**src/logic/ftdio_pkg.sv**
```systemverilog
// Purpose: shared constants for the fast trip discrete io block
// Assumes: 125 MHz core clock, 32-bit Avalon-MM register bus
// Notes:   byte addresses are word aligned
package ftdio_pkg;
  localparam int unsigned CLK_HZ          = 125_000_000;
  localparam int unsigned FILT_SHORT_NS   = 500_000;
  localparam int unsigned FILT_LONG_NS    = 1_500_000;
  localparam int unsigned CLK_PERIOD_NS   = 1_000_000_000 / CLK_HZ;
  localparam int unsigned FILT_SHORT_CYC  = (FILT_SHORT_NS + CLK_PERIOD_NS - 1) / CLK_PERIOD_NS;
  localparam int unsigned FILT_LONG_CYC   = (FILT_LONG_NS + CLK_PERIOD_NS - 1) / CLK_PERIOD_NS;
  localparam int unsigned NPTS            = 4;
  localparam int unsigned CNT_W           = 18;
  // register byte addresses
  localparam logic [3:0]  ADDR_CFG        = 4'h0;
  localparam logic [3:0]  ADDR_OUT_CMD    = 4'h4;
  localparam logic [3:0]  ADDR_IN_REG     = 4'h8;
  localparam logic [3:0]  ADDR_TIMEOUT    = 4'hC;
  // config fields
  localparam int unsigned CFG_DUAL_BIT    = 0;
  localparam int unsigned CFG_FILT_BIT    = 1;
  localparam int unsigned CFG_MAP_BIT     = 2;
  localparam int unsigned CFG_SUPV_BIT    = 3;
  // output command word: commands [3:0], fast trip enables [7:4]
  localparam int unsigned CMD_LSB         = 0;
  localparam int unsigned FTE_LSB         = 4;
  localparam logic [3:0]  TIMEOUT_RST     = 4'h0;
  localparam logic [31:0] UNMAPPED_RD     = 32'h0000_0000;
  typedef enum logic [1:0] {
    FTDIO_IDLE = 2'b01,
    FTDIO_RESP = 2'b10
  } ftdio_bus_st_t;
endpackage : ftdio_pkg

```
**src/logic/ftdio_top.sv**
```systemverilog
// Purpose: four in / four out discrete io with fast trip, filter and timeout state
// Assumes: field inputs synchronous to core_clk_i; supervision is a level input
// Notes:   Avalon-MM slave answers one cycle after a request is seen
//
// Chosen here: the address map and the Avalon-MM register port.
`timescale 1ns/1ps
module ftdio_top
  import ftdio_pkg::*;
#(
  parameter int unsigned FILT_SHORT = FILT_SHORT_CYC,
  parameter int unsigned FILT_LONG  = FILT_LONG_CYC
) (
  // clock and reset
  input  wire logic                 core_clk_i,
  input  wire logic                 sys_rst_i,
  // avalon-mm slave
  input  wire logic [3:0]           avs_address_i,
  input  wire logic                 avs_read_i,
  input  wire logic                 avs_write_i,
  input  wire logic [31:0]          avs_writedata_i,
  input  wire logic [3:0]           avs_byteenable_i,
  output logic      [31:0]          avs_readdata_o,
  output logic                      avs_waitrequest_o,
  // field side
  input  wire logic [ftdio_pkg::NPTS-1:0] field_in_i,
  input  wire logic                 supervised_i,
  output logic      [ftdio_pkg::NPTS-1:0] field_out_o,
  output logic      [ftdio_pkg::NPTS-1:0] in_filt_o
);
  import ftdio_pkg::*;

  logic [7:0]      cfg_r;
  logic [7:0]      out_cmd_r;
  logic [3:0]      timeout_r;
  logic [3:0]      filt_r;
  logic [3:0]      trip;
  logic [3:0]      out_nxt;
  logic [3:0]      out_r;
  logic [31:0]     rdata_nxt;
  logic [31:0]     rdata_r;
  ftdio_bus_st_t   bus_st_r;
  logic [CNT_W-1:0] filt_lim;

  wire logic       dual_en = cfg_r[CFG_DUAL_BIT];
  wire logic [3:0] cmd     = out_cmd_r[CMD_LSB +: NPTS];
  wire logic [3:0] fte     = out_cmd_r[FTE_LSB +: NPTS];
  wire logic       req     = avs_read_i | avs_write_i;

  // bus: requests held until waitrequest low, answered the cycle after
  always_ff @(posedge core_clk_i or posedge sys_rst_i)
  begin
    if (sys_rst_i)
      bus_st_r <= FTDIO_IDLE;
    else
    begin
      case (bus_st_r)
        FTDIO_IDLE: bus_st_r <= req ? FTDIO_RESP : FTDIO_IDLE;
        FTDIO_RESP: bus_st_r <= FTDIO_IDLE;
        default:    bus_st_r <= FTDIO_IDLE;
      endcase
    end
  end

  assign avs_waitrequest_o = ~(bus_st_r == FTDIO_RESP);
  wire logic wr_take = avs_write_i & (bus_st_r == FTDIO_RESP);

  always_ff @(posedge core_clk_i or posedge sys_rst_i)
  begin
    if (sys_rst_i)
    begin
      cfg_r     <= 8'h00;
      out_cmd_r <= 8'h00;
      timeout_r <= TIMEOUT_RST;
    end
    else if (wr_take && avs_byteenable_i[0])
    begin
      case (avs_address_i)
        ADDR_CFG:     cfg_r     <= avs_writedata_i[7:0];
        ADDR_OUT_CMD: out_cmd_r <= avs_writedata_i[7:0];
        ADDR_TIMEOUT: timeout_r <= avs_writedata_i[3:0];
        default:      cfg_r     <= cfg_r;
      endcase
    end
  end

  // input register: filtered points [3:0] and output state [7:4], no status byte
  always_comb
  begin
    case (avs_address_i)
      ADDR_CFG:     rdata_nxt = {24'h000000, cfg_r};
      ADDR_OUT_CMD: rdata_nxt = {24'h000000, out_cmd_r};
      ADDR_IN_REG:  rdata_nxt = {24'h000000, out_r, filt_r};
      ADDR_TIMEOUT: rdata_nxt = {28'h0000000, timeout_r};
      default:      rdata_nxt = UNMAPPED_RD;
    endcase
  end

  always_ff @(posedge core_clk_i or posedge sys_rst_i)
  begin
    if (sys_rst_i)
      rdata_r <= 32'h0000_0000;
    else if (bus_st_r == FTDIO_IDLE && avs_read_i)
      rdata_r <= rdata_nxt;
  end
  assign avs_readdata_o = rdata_r;

  // filter limit select
  assign filt_lim = cfg_r[CFG_FILT_BIT] ? CNT_W'(FILT_LONG) : CNT_W'(FILT_SHORT);

  genvar g;
  generate
    for (g = 0; g < NPTS; g++)
    begin : g_filt
      logic [CNT_W-1:0] cnt_r;
      always_ff @(posedge core_clk_i or posedge sys_rst_i)
      begin
        if (sys_rst_i)
        begin
          cnt_r     <= '0;
          filt_r[g] <= 1'b0;
        end
        else if (field_in_i[g] == filt_r[g])
          cnt_r <= '0;
        else if (cnt_r + CNT_W'(1) >= filt_lim)
        begin
          cnt_r     <= '0;
          filt_r[g] <= field_in_i[g];
        end
        else
          cnt_r <= cnt_r + CNT_W'(1);
      end
    end
  endgenerate

  // trip paths
  always_comb
  begin
    if (dual_en)
    begin
      trip[0] = &filt_r[1:0] & &fte[1:0];
      trip[1] = 1'b0;
      trip[2] = &filt_r[3:2] & &fte[3:2];
      trip[3] = 1'b0;
    end
    else
      trip = filt_r & fte;
  end

  assign out_nxt = supervised_i ? (cmd | trip) : timeout_r;

  always_ff @(posedge core_clk_i or posedge sys_rst_i)
  begin
    if (sys_rst_i)
      out_r <= TIMEOUT_RST;
    else
      out_r <= out_nxt;
  end

  assign field_out_o = out_r;
  assign in_filt_o   = filt_r;

  // assertions
  a_dual_out_one: assert property (@(posedge core_clk_i) disable iff (sys_rst_i)
    supervised_i && dual_en && (cmd[0] || (&filt_r[1:0] && &fte[1:0])) |=> out_r[0])
    else $error("output 1 missed dual trip");
  a_dual_out_three: assert property (@(posedge core_clk_i) disable iff (sys_rst_i)
    supervised_i && dual_en && (cmd[2] || (&filt_r[3:2] && &fte[3:2])) |=> out_r[2])
    else $error("output 3 missed dual trip");
  a_dual_even_cmd: assert property (@(posedge core_clk_i) disable iff (sys_rst_i)
    supervised_i && dual_en |=> (out_r[1] == $past(cmd[1])) && (out_r[3] == $past(cmd[3])))
    else $error("even output not following command");
  a_fast_trip_or: assert property (@(posedge core_clk_i) disable iff (sys_rst_i)
    supervised_i && !dual_en |=> out_r == ($past(cmd) | ($past(filt_r) & $past(fte))))
    else $error("fast trip output wrong");
  a_timeout_state: assert property (@(posedge core_clk_i) disable iff (sys_rst_i)
    !supervised_i |=> field_out_o == $past(timeout_r))
    else $error("timeout state not applied");
  a_filter_hold: assert property (@(posedge core_clk_i) disable iff (sys_rst_i)
    $changed(filt_r[0]) |-> $past(field_in_i[0]) == filt_r[0])
    else $error("filter changed without input");
  a_filter_short: assert property (@(posedge core_clk_i) disable iff (sys_rst_i)
    ($past(!cfg_r[CFG_FILT_BIT]) && g_filt[0].cnt_r != '0) |-> g_filt[0].cnt_r < CNT_W'(FILT_SHORT))
    else $error("short filter count overrun");
  a_no_status: assert property (@(posedge core_clk_i) disable iff (sys_rst_i)
    !avs_waitrequest_o && $past(avs_read_i) && $past(avs_address_i) == ADDR_IN_REG
    |-> avs_readdata_o[31:8] == 24'h000000)
    else $error("status bits in input register");
  a_bus_answer: assert property (@(posedge core_clk_i) disable iff (sys_rst_i)
    (bus_st_r == FTDIO_IDLE) && req |=> !avs_waitrequest_o)
    else $error("bus answer late");

  // assertion helper: cycles raw point 1 has held its level
  logic             hold_prev_r;
  logic [CNT_W-1:0] hold_cnt_r;
  always_ff @(posedge core_clk_i or posedge sys_rst_i)
  begin
    if (sys_rst_i)
    begin
      hold_prev_r <= 1'b0;
      hold_cnt_r  <= '0;
    end
    else
    begin
      hold_prev_r <= field_in_i[0];
      if (field_in_i[0] != hold_prev_r)
        hold_cnt_r <= CNT_W'(1);
      else if (hold_cnt_r != '1)
        hold_cnt_r <= hold_cnt_r + CNT_W'(1);
    end
  end

  a_filter_settle: assert property (@(posedge core_clk_i) disable iff (sys_rst_i)
    $changed(filt_r[0]) |-> hold_cnt_r >= $past(filt_lim))
    else $error("filter changed before input settled");
  a_filter_long: assert property (@(posedge core_clk_i) disable iff (sys_rst_i)
    ($past(cfg_r[CFG_FILT_BIT]) && g_filt[0].cnt_r != '0) |-> g_filt[0].cnt_r < CNT_W'(FILT_LONG))
    else $error("long filter count overrun");
  a_dual_one_off: assert property (@(posedge core_clk_i) disable iff (sys_rst_i)
    supervised_i && dual_en && !cmd[0] && !(&filt_r[1:0] && &fte[1:0]) |=> !out_r[0])
    else $error("output 1 on without cause");
  a_dual_three_off: assert property (@(posedge core_clk_i) disable iff (sys_rst_i)
    supervised_i && dual_en && !cmd[2] && !(&filt_r[3:2] && &fte[3:2]) |=> !out_r[2])
    else $error("output 3 on without cause");
  a_wait_one: assert property (@(posedge core_clk_i) disable iff (sys_rst_i)
    !avs_waitrequest_o |=> avs_waitrequest_o)
    else $error("waitrequest low too long");
  a_in_reg_pts: assert property (@(posedge core_clk_i) disable iff (sys_rst_i)
    (!avs_waitrequest_o && $past(avs_read_i) && ($past(avs_address_i) == ADDR_IN_REG))
    |-> avs_readdata_o[7:0] == $past({out_r, filt_r}))
    else $error("input register content wrong");
endmodule : ftdio_top

```
**config.mk**
```make
export PLATFORM = sky130hd
export DESIGN_NAME = ftdio_top
export DESIGN_NICKNAME = d
export VERILOG_FILES = /design/src/logic/ftdio_pkg.sv /design/src/logic/ftdio_top.sv
export SDC_FILE = /design/constraint.sdc
export NUM_CORES = 1
export LEC_CHECK = 0
export BUFFER_PORTS_ARGS = -buffer_cell sky130_fd_sc_hd__buf_4
export CORE_MARGIN = 1.5
export CORE_UTILIZATION = 40
export CTS_CLUSTER_SIZE = 20
export DETAILED_ROUTE_END_ITERATION = 7
export PLACE_DENSITY = 0.59
export SLEW_MARGIN = 20
export SYNTH_ARGS = -nofsm -noshare
export SYNTH_HDL_FRONTEND = slang
export SYNTH_SLANG_ARGS = --single-unit
```
**constraint.sdc**
```tcl
create_clock -name core_clk_i -period 4.7 [get_ports core_clk_i]
set_input_delay 0.235 -clock core_clk_i [delete_from_list [all_inputs] [get_ports core_clk_i]]
set_output_delay 0.235 -clock core_clk_i [all_outputs]
set_load 0.01 [all_outputs]
```
### Word level (Yosys, flattened, before mapping)

Cells that the tools add are included.

| storage, ports and cells | value |
|---|---|
| logic and storage cells | 70 |
| output and inout port bits | 41 |
| input bits | 49 |
| flip-flop bits (word level) | 134 |

| cells by class | value |
|---|---|
| $add $sub $neg | 4 |
| reductions and logical operators | 14 |
| bitwise operators | 11 |
| magnitude comparators | 4 |
| equality and inequality tests | 9 |
| muxes and demuxes | 14 |

Operators with widths:

| operator | number |
|---|---|
| two-way mux 18 bit | 9 |
| adder 18 x 1 -> 18 bit (second input constant) | 4 |
| >= comparator 18 bit | 4 |
| case mux 8 bit (4 select lines) | 1 |
| AND reduction 2 bit | 11 |
| equality test 4 bit (second input constant) | 2 |
| two-way mux 4 bit | 2 |
| inverter 1 bit | 5 |
| bitwise AND 4 bit | 1 |
| equality test 1 bit | 4 |
| equality test 4 x 3 -> 1 bit (second input constant) | 1 |
| logical NOT 4 bit | 1 |
| two-way mux 2 bit | 2 |
| OR 4 bit | 1 |
| bitwise AND 1 bit | 3 |
| equality test 2 x 1 -> 1 bit (second input constant) | 1 |
| equality test 2 bit (second input constant) | 1 |
| logical AND 1 bit | 2 |
| OR 1 bit | 1 |

### Logic depth before layout (Yosys ltp)

Gate-level depths: netlist of the first run.

| logic depth | value |
|---|---|
| depth after elaboration | 5 |
| mapped depth | 15 |

### Least setup slack after synthesis of the first run

Ideal clock, no wire load.

| path | value |
|---|---|
| path type | register -> register |
| start | reg g_filt[3].cnt_r[2] |
| end | reg g_filt[3].cnt_r[2] |
| data arrival time | 2.959 ns |
| period minus slack after synthesis | 3.078 ns |
| path slack | 1.622 ns |
| stages on the path, launching flop included | 16 |
| buffers on the path | 3 |
| path through | dfrtp_1 -> buf_2 -> nand4_1 -> or2_2 -> nor3_1 -> xor2_1 -> ha_1 -> nand3b_1 -> or4_1 -> o211a_1 -> a2111o_1 -> a211oi_2 -> or3_1 -> buf_4 -> buf_4 -> nor2_1 |

| on the way | value |
|---|---|
| longest elaborated chain between the ends | 4 |

Ends and longest elaborated chain:

| element | RTL line | text |
|---|---|---|
| from (decl) | ftdio_top.sv:114 | `logic [CNT_W-1:0] cnt_r;` |
| from (signal assigned) | ftdio_top.sv:130 | `cnt_r <= cnt_r + CNT_W'(1);` |
| adder 18 x 1 -> 18 bit (*) | ftdio_top.sv:124, ftdio_top.sv:130 |  |
| >= comparator 18 bit | ftdio_top.sv:124 | `else if (cnt_r + CNT_W'(1) >= filt_lim)` |
| two-way mux 18 bit (*) | ftdio_top.sv:124 |  |
| two-way mux 18 bit (*) | ftdio_top.sv:122 | `else if (field_in_i[g] == filt_r[g])` |

Mark *: on every way between the ends. The rest lies on a longest branch, timed or not.
A chain may end at the register's enable or synchronous reset.

### Final worst setup path of the first run

| path | value |
|---|---|
| start | reg g_filt[3].cnt_r[2] |
| end | reg g_filt[3].cnt_r[9] |

Same word-level chain as after synthesis.

==> results of run 1 <==
## worst max path at each step
stage | from | to | depth (start not counted)
floorplan | sys_rst_i | avs_readdata_o[0] | 1
global placement | g_filt[3].cnt_r[2] | g_filt[3].cnt_r[8] | 12
detailed placement | g_filt[3].cnt_r[2] | g_filt[3].cnt_r[8] | 12
CTS | g_filt[3].cnt_r[2] | g_filt[3].cnt_r[9] | 12
global route | g_filt[3].cnt_r[2] | g_filt[3].cnt_r[7] | 12
finish | g_filt[3].cnt_r[2] | g_filt[3].cnt_r[9] | 12
## registers in the layout (all words and copies together) (netlist names)
register        cells
g_filt.cnt_r       72
timeout_r           4
bus_st_r            2
field_out_o         4
out_cmd_r           8
in_filt_o           4
avs_readdata_o      8
cfg_r               8
## cell usage in the layout, fill, tap and decap left out, types with 7 or more instances in the layout
cell and instances:
inv_1 13, conb_1 24, and4_1 10, nand2_1 44, xor2_1 34, nor2_1 77
nand4_1 19, and3_1 13, a21oi_1 12, clkbuf_16 9, nor4_1 9, dfrtp_1 109
nand3_1 22, o21ai_0 7, a22o_1 8, buf_4 40, nor3_1 11, xnor2_1 31
nor2b_1 26, ha_1 28, mux2_2 22
## layer usage
layer	global-route usage [%]	share of wire (%)	wire length (um)	vias to the layer above
li1	-	-	-	2239
met1	22.41	48	6411	2277
met2	28.10	47	6321	80
met3	3.075	3.4	459	13
met4	5.948	1.5	204	0
met5	0	0	0	-
## layout make-up
type / count / share of cell area (%)
clock buffers: 9 / 3.167
clock inverters: 7 / 1.355
inverters: 14 / 0.7741
flip-flops and latches: 110 / 38.72
well taps: 216 / 3.800
repair buffers: 40 / 4.222
multi-input cells: 484 / 47.96
## per-stage QoR
stage	instances	util [%]	hold WS, ns
CTS	880	44.93	0.07440
global placement	864	42.90	0.4465
detailed placement	864	42.90	0.4567
finish	880	44.93	0.03739
floorplan	655	-	0.3518
global route	880	44.93	0.1103
## critical path: cells and delay by family (launching register included)
kind                       cells  cell delay, ns
adders and majority gates      1            0.35
xor gates and xnor gates       1            0.12
and+or+nand+nor                7            1.87
AOI/OAI and AO/OA              3            0.64
DFF                            1            0.50
## kinds of logic (layout without fill, tap and decap cells)
logic type / after synthesis / in the layout
other cells: 1 / 24
xor+xnor: 65 / 65
mux: 34 / 34
compound gates: 66 / 66
flops: 110 / 110
fa+ha+maj: 29 / 29
buf+inv: 61 / 70
simple gates: 266 / 266
## synth_stat cells, drive strengths merged (3+ instances only)
| master | count |
|---|---|
| clkbuf | 5 |
| nand3 | 24 |
| nor2b | 27 |
| inv | 14 |
| nor2 | 77 |
| and3 | 13 |
| a211oi | 6 |
| or4 | 3 |
| nand4 | 22 |
| xnor2 | 31 |
| dfrtp | 109 |
| mux2i | 6 |
| o311ai | 3 |
| xor2 | 34 |
| nor3b | 4 |
| nor3 | 13 |
| mux4 | 4 |
| a21oi | 12 |
| or3 | 6 |
| ha | 28 |
| buf | 42 |
| a22o | 8 |
| and3b | 3 |
| o21ai | 8 |
| and4 | 10 |
| nor4 | 9 |
| o211a | 3 |
| nand2 | 44 |
| nand2b | 3 |
| mux2 | 24 |
## power by group through the flow
stage	Sequential, mW	Clock, mW	Combinational (mW)
after floorplan	1.07	0	0.219
after global placement	1.09	0	0.287
after detailed placement	1.09	0	0.298
after CTS	1.07	0.853	0.299
after global routing	1.08	0.887	0.335
final	1.07	0.831	0.294
==> qor.yml, run 1 <==
synth_edf_count: 0
postRouteAntennaNets: 0
chipWidth_um: 130.0
synthFlopType: "dfrtp_1"
async_flop_share_pct: 100.0
h-tree-depth: 3
fin_tns_setup_ns: 0
die_y_um: 130.0
worstPathArrival_ns: 3.83
via_count: 4609
max-slew-margin-rel_pct: 44.04
final_nets: 736
finalWirelength_um: 13400
required_ns: 4.91
post_cts_resize_count: 0
ys_ff_latch: 110
seq_area_mm2: 0.002754
fin_crit_sh_pct: 76.97
critical_path_class: "register to register"
via_per_inst: 5.238
initial_core_util_pct: 40.77
p_leak_nw: 3.310
dp_hpwl_um: 9676
worstPathMaxFanout: 17
synth.area.mux_share_pct: 6.515
grt-ovfl-total: 0
hold_path_class: "primary input to asynchronous set/reset pin"
slowest_stage: "or3_1"
cts_sinks: 110
core-area_mm2: 0.01583
rsz0062_at_grt: "no"
slew_violations: 0
dp_slack_ns: 1.055
wire_per_inst_um: 15.22
grt_pass1_vias: 4613
cap_violations: 0
reg2reg_depth: 12
hold_viol_final: 0
die-area_mm2: 0.01690
synth_area_leaders: "dfrtp_1 42%, ha_1 5.4%, xor2_1 4.6%"
pwr-share-clk_pct: 37.8
synthAdderAreaFrac_pct: 5.585
clock.fmax_ghz: 0.2764
clk_pin_slew_worst_paths_ns: 0.07
synth_area_per_cell_um2: 10.21
grt_pass1_wl_um: 22470
drt_iter0_drc: 281
gp_congestion: 0.8056
synth-compound-area-share_pct: 8.493
port_buffers: 38
layout_setup_ws_ns: 1.082
multi_input_area_mm2: 0.003411
p_comb_share_pct: 13.4
powerDensity_mw_per_mm2: 308.7
area_growth_pct: 10.22
post-cts-setup-buffer-count: 0
drcViolationCount: 0
synthCells: 632
p_sw_share_pct: 26.82
ys_warn_count: 0
drive_gt1_share_pct: 15.21
min_period_ns: 3.618
r2r_start: "g_filt[3].cnt_r[2]"
firstDrtPassIters: 4
cts_tree: "yes"
final_area_mm2: 0.007112
antenna_found_initial: 0
grt_max_degree: 64
p_sw_uw: 588.9
synth.largest_area_cell: "dfrtp_1"
critPathMaxStageDelay_ns: 0.53
cp-end-kind: "register"
io_pins: 90
finalClockSkew_ns: 0.006333
fill_cells: 1480
synth_xor_area_share_pct: 8.823
grt_usage_pct: 16.98
start_kind: "register"
worstMarginPinSlew_ns: 0.8331
ir_worst_vdd_mv: 0.1678
internal_power_mw: 1.607
r2r-end: "g_filt[3].cnt_r[9]"
r2r_setup_slack_ns: 1.08
synth_top_area_share_pct: 42.27
n_antenna_cell: 0
synth_cell_type_count: 72
final-setup-viol-count: 0
cts_buffers: 9
placed_area_mm2: 0.006790
power_frac_seq_pct: 48.7
status: "finished clean"
clock_latency_ns: 0.36
yosysSeqAreaShare_pct: 42.68
path_cells: "nand4_1 > or2_2 > nor3_1 > xor2_1 > ha_1 > nand3b_1 > or4_1 > o211a_1 > a2111o_1 > a211oi_2 > or3_1 > nor2b_1"
hold_buffers: 0
finalPower_mw: 2.196
clk_path_buf_depth: 2
synth-simple-area-share_pct: 22.05
rows: 46
syn_area_mm2: 0.006452
cts_root_buffer: "clkbuf_16"
synth_top_family_by_area: "simple AND/OR/NAND/NOR gates"
No activity file was read; power rests on OpenSTA's default activity.
==> run 2, diff against run 1 <==
--- a/config.mk
+++ b/config.mk
@@ -10,7 +10,7 @@
 export CORE_UTILIZATION = 40
 export CTS_CLUSTER_SIZE = 20
 export DETAILED_ROUTE_END_ITERATION = 7
-export PLACE_DENSITY = 0.59
+export PLACE_DENSITY = 0.61
 export SLEW_MARGIN = 20
 export SYNTH_ARGS = -nofsm -noshare
 export SYNTH_HDL_FRONTEND = slang
==> constraint.sdc (replaced) <==
create_clock -name core_clk_i -period 2.9 [get_ports core_clk_i]
set_input_delay 0.145 -clock core_clk_i [delete_from_list [all_inputs] [get_ports core_clk_i]]
set_output_delay 0.145 -clock core_clk_i [all_outputs]
set_load 0.01 [all_outputs]
==> qor.yml, run 2 (synthesized netlist as in run 1, its figures left out) <==
slew_violations: 0  # unchanged
cts_root_buffer: "clkbuf_16"  # unchanged
violations: "setup timing"
largest_register_ffs: 72  # unchanged
grt_max_degree: 47  # was 64
final_cells: 973  # was 880
h-tree-depth: 3  # unchanged
grt_usage_pct: 18.71  # was 16.98%
cp-end-kind: "register"  # unchanged
chipWidth_um: 130.0  # unchanged
final_core_util_pct: 51.49  # was 44.93%
finalClockSkew_ns: 0.008786  # was 0.006333 ns
core-area_mm2: 0.01583  # unchanged
hold_ws_ns: 0.01562  # was 0.03739 ns
status: "finished with violations"  # was finished clean
min_period_ns: 3.050  # was 3.618 ns
clock_latency_ns: 0.36  # about the same
rows: 46  # unchanged
io_pins: 90  # unchanged
dp_hpwl_um: 10680  # was 9676 um
via_count: 5033  # was 4609
hold_path_class: "primary input to register"  # was primary input to asynchronous set/reset pin
final_nets: 829  # was 736
rsz0062_at_grt: "yes"  # was no
area_growth_pct: 26.29  # was 10.22%
postRouteAntennaNets: 0  # unchanged
grt_pass1_vias: 5067  # was 4613
drcViolationCount: 0  # unchanged
drt_iter0_drc: 419  # was 281
layout_setup_ws_ns: -0.1499  # was 1.082 ns
clk_pin_slew_worst_paths_ns: 0.07  # about the same
drive_gt1_share_pct: 31.57  # was 15.21%
hold_viol_final: 0  # unchanged
dpl.cell_count: 937  # was 864
initial_core_util_pct: 40.77  # unchanged
grt_pass1_wl_um: 24540  # was 22470 um
fin_crit_sh_pct: 105.2  # was 76.97%
die_y_um: 130.0  # unchanged
cts_buffers: 9  # unchanged
firstDrtPassIters: 4  # unchanged
cts_tree: "yes"  # unchanged
ir_worst_vdd_mv: 0.3179  # was 0.1678 mV
via_per_inst: 5.173  # was 5.238
start_kind: "register"  # unchanged
critical_path_class: "register to register"  # unchanged
final_cell_mix: "121 x buf_4, 109 x dfrtp_1, 64 x nor2_1"  # was 109 x dfrtp_1, 77 x nor2_1, 44 x nand2_1
n_antenna_cell: 0  # unchanged
worstPathMaxFanout: 17  # unchanged
final_common_cell: "buf_4"  # was dfrtp_1
port_buffers: 38  # unchanged
top_register: "g_filt.cnt_r"  # unchanged
die-area_mm2: 0.01690  # unchanged
cts_sinks: 110  # unchanged
cap_violations: 0  # unchanged
clk_path_buf_depth: 2  # unchanged
required_ns: 3.14  # was 4.91 ns
wire_per_inst_um: 15.40  # was 15.22 um
final-setup-viol-count: 18  # was 0
finalPower_mw: 3.581  # was 2.196 mW
worstPathArrival_ns: 3.29  # was 3.83 ns
antenna_found_initial: 0  # unchanged
p_leak_nw: 3.832  # was 3.310 nW
clock.fmax_ghz: 0.3279  # was 0.2764 GHz
grt-ovfl-total: 0  # unchanged
powerDensity_mw_per_mm2: 439.4  # was 308.7 mW/mm2
finalWirelength_um: 14990  # was 13400 um
gp_congestion: 0.8615  # was 0.8056
-- run 2: metal layers --
layer	GRT usage, %	up-vias	wire length [um]
met4	6.275	0	240
met3	3.977	19	641
li1	-	2423	-
met1	24.51	2490	6759
met2	30.97	101	7345
met5	0	-	0
-- run 2: path summary, 6_finish.rpt --
kind,from,endpoint,slack (ns),cells after the start
setup / recovery,g_filt[3].cnt_r[5],g_filt[3].cnt_r[11],-0.15,13
min in group asynchronous,sys_rst_i,cfg_r[7],0.31,3
hold reg to reg,cfg_r[6],cfg_r[6],0.51,1
setup reg to reg,g_filt[3].cnt_r[5],g_filt[3].cnt_r[11],-0.15,13
max in group asynchronous,sys_rst_i,bus_st_r[0],1.75,5
hold / removal,avs_writedata_i[1],cfg_r[1],0.02,3
-- run 2: cell type report --
class / instances / area (um2)
well taps: 216 / 270.3
repair buffers: 133 / 1095
fillers: 1396 / 7679
inverters: 14 / 56.30
clock buffers: 9 / 225.2
multi-input cells: 484 / 3690
clock inverters: 7 / 58.81
flip-flops and latches: 110 / 2754
-- run 2: where the power goes --
part           switching (mW)  internal [mW]
logic                   0.355          0.315
registers              0.0735           1.64
clock network           0.606          0.594
total                    1.03           2.55
-- run 2: stage by stage --
stage                     setup TNS (ns)  area, um2  setup slack, ns
after CTS                         -1.378       7794         -0.08648
final                             -2.426       8149          -0.1499
after detailed placement          -5.168       7385          -0.1911
after global placement            -1.699       7385         -0.06093
after floorplan                        0       6569         0.004995
after global routing              -6.677       8149          -0.2893
-- run 2: critical path, cell delays in order (launching register included) --
cell and delay (ns):
dfrtp_1 0.36, nand4_1 0.12, or2_4 0.27, nor3_4 0.12, xor2_1 0.10, ha_1 0.34, nand3b_1 0.10, or4_1 0.42
o211a_1 0.17, a2111o_1 0.31, a211oi_2 0.25, or3_4 0.19, buf_12 0.13, nor2b_1 0.05
-- run 2: what timing repair did --
action | CTS | global route
buffers inserted | 9 | 9
setup endpoints to repair | 67 | 69
pin swaps | 3 | 25
hold buffers | 0 | 1
endpoints found under the hold margin | 0 | 12
gates resized for setup | 9 | 62
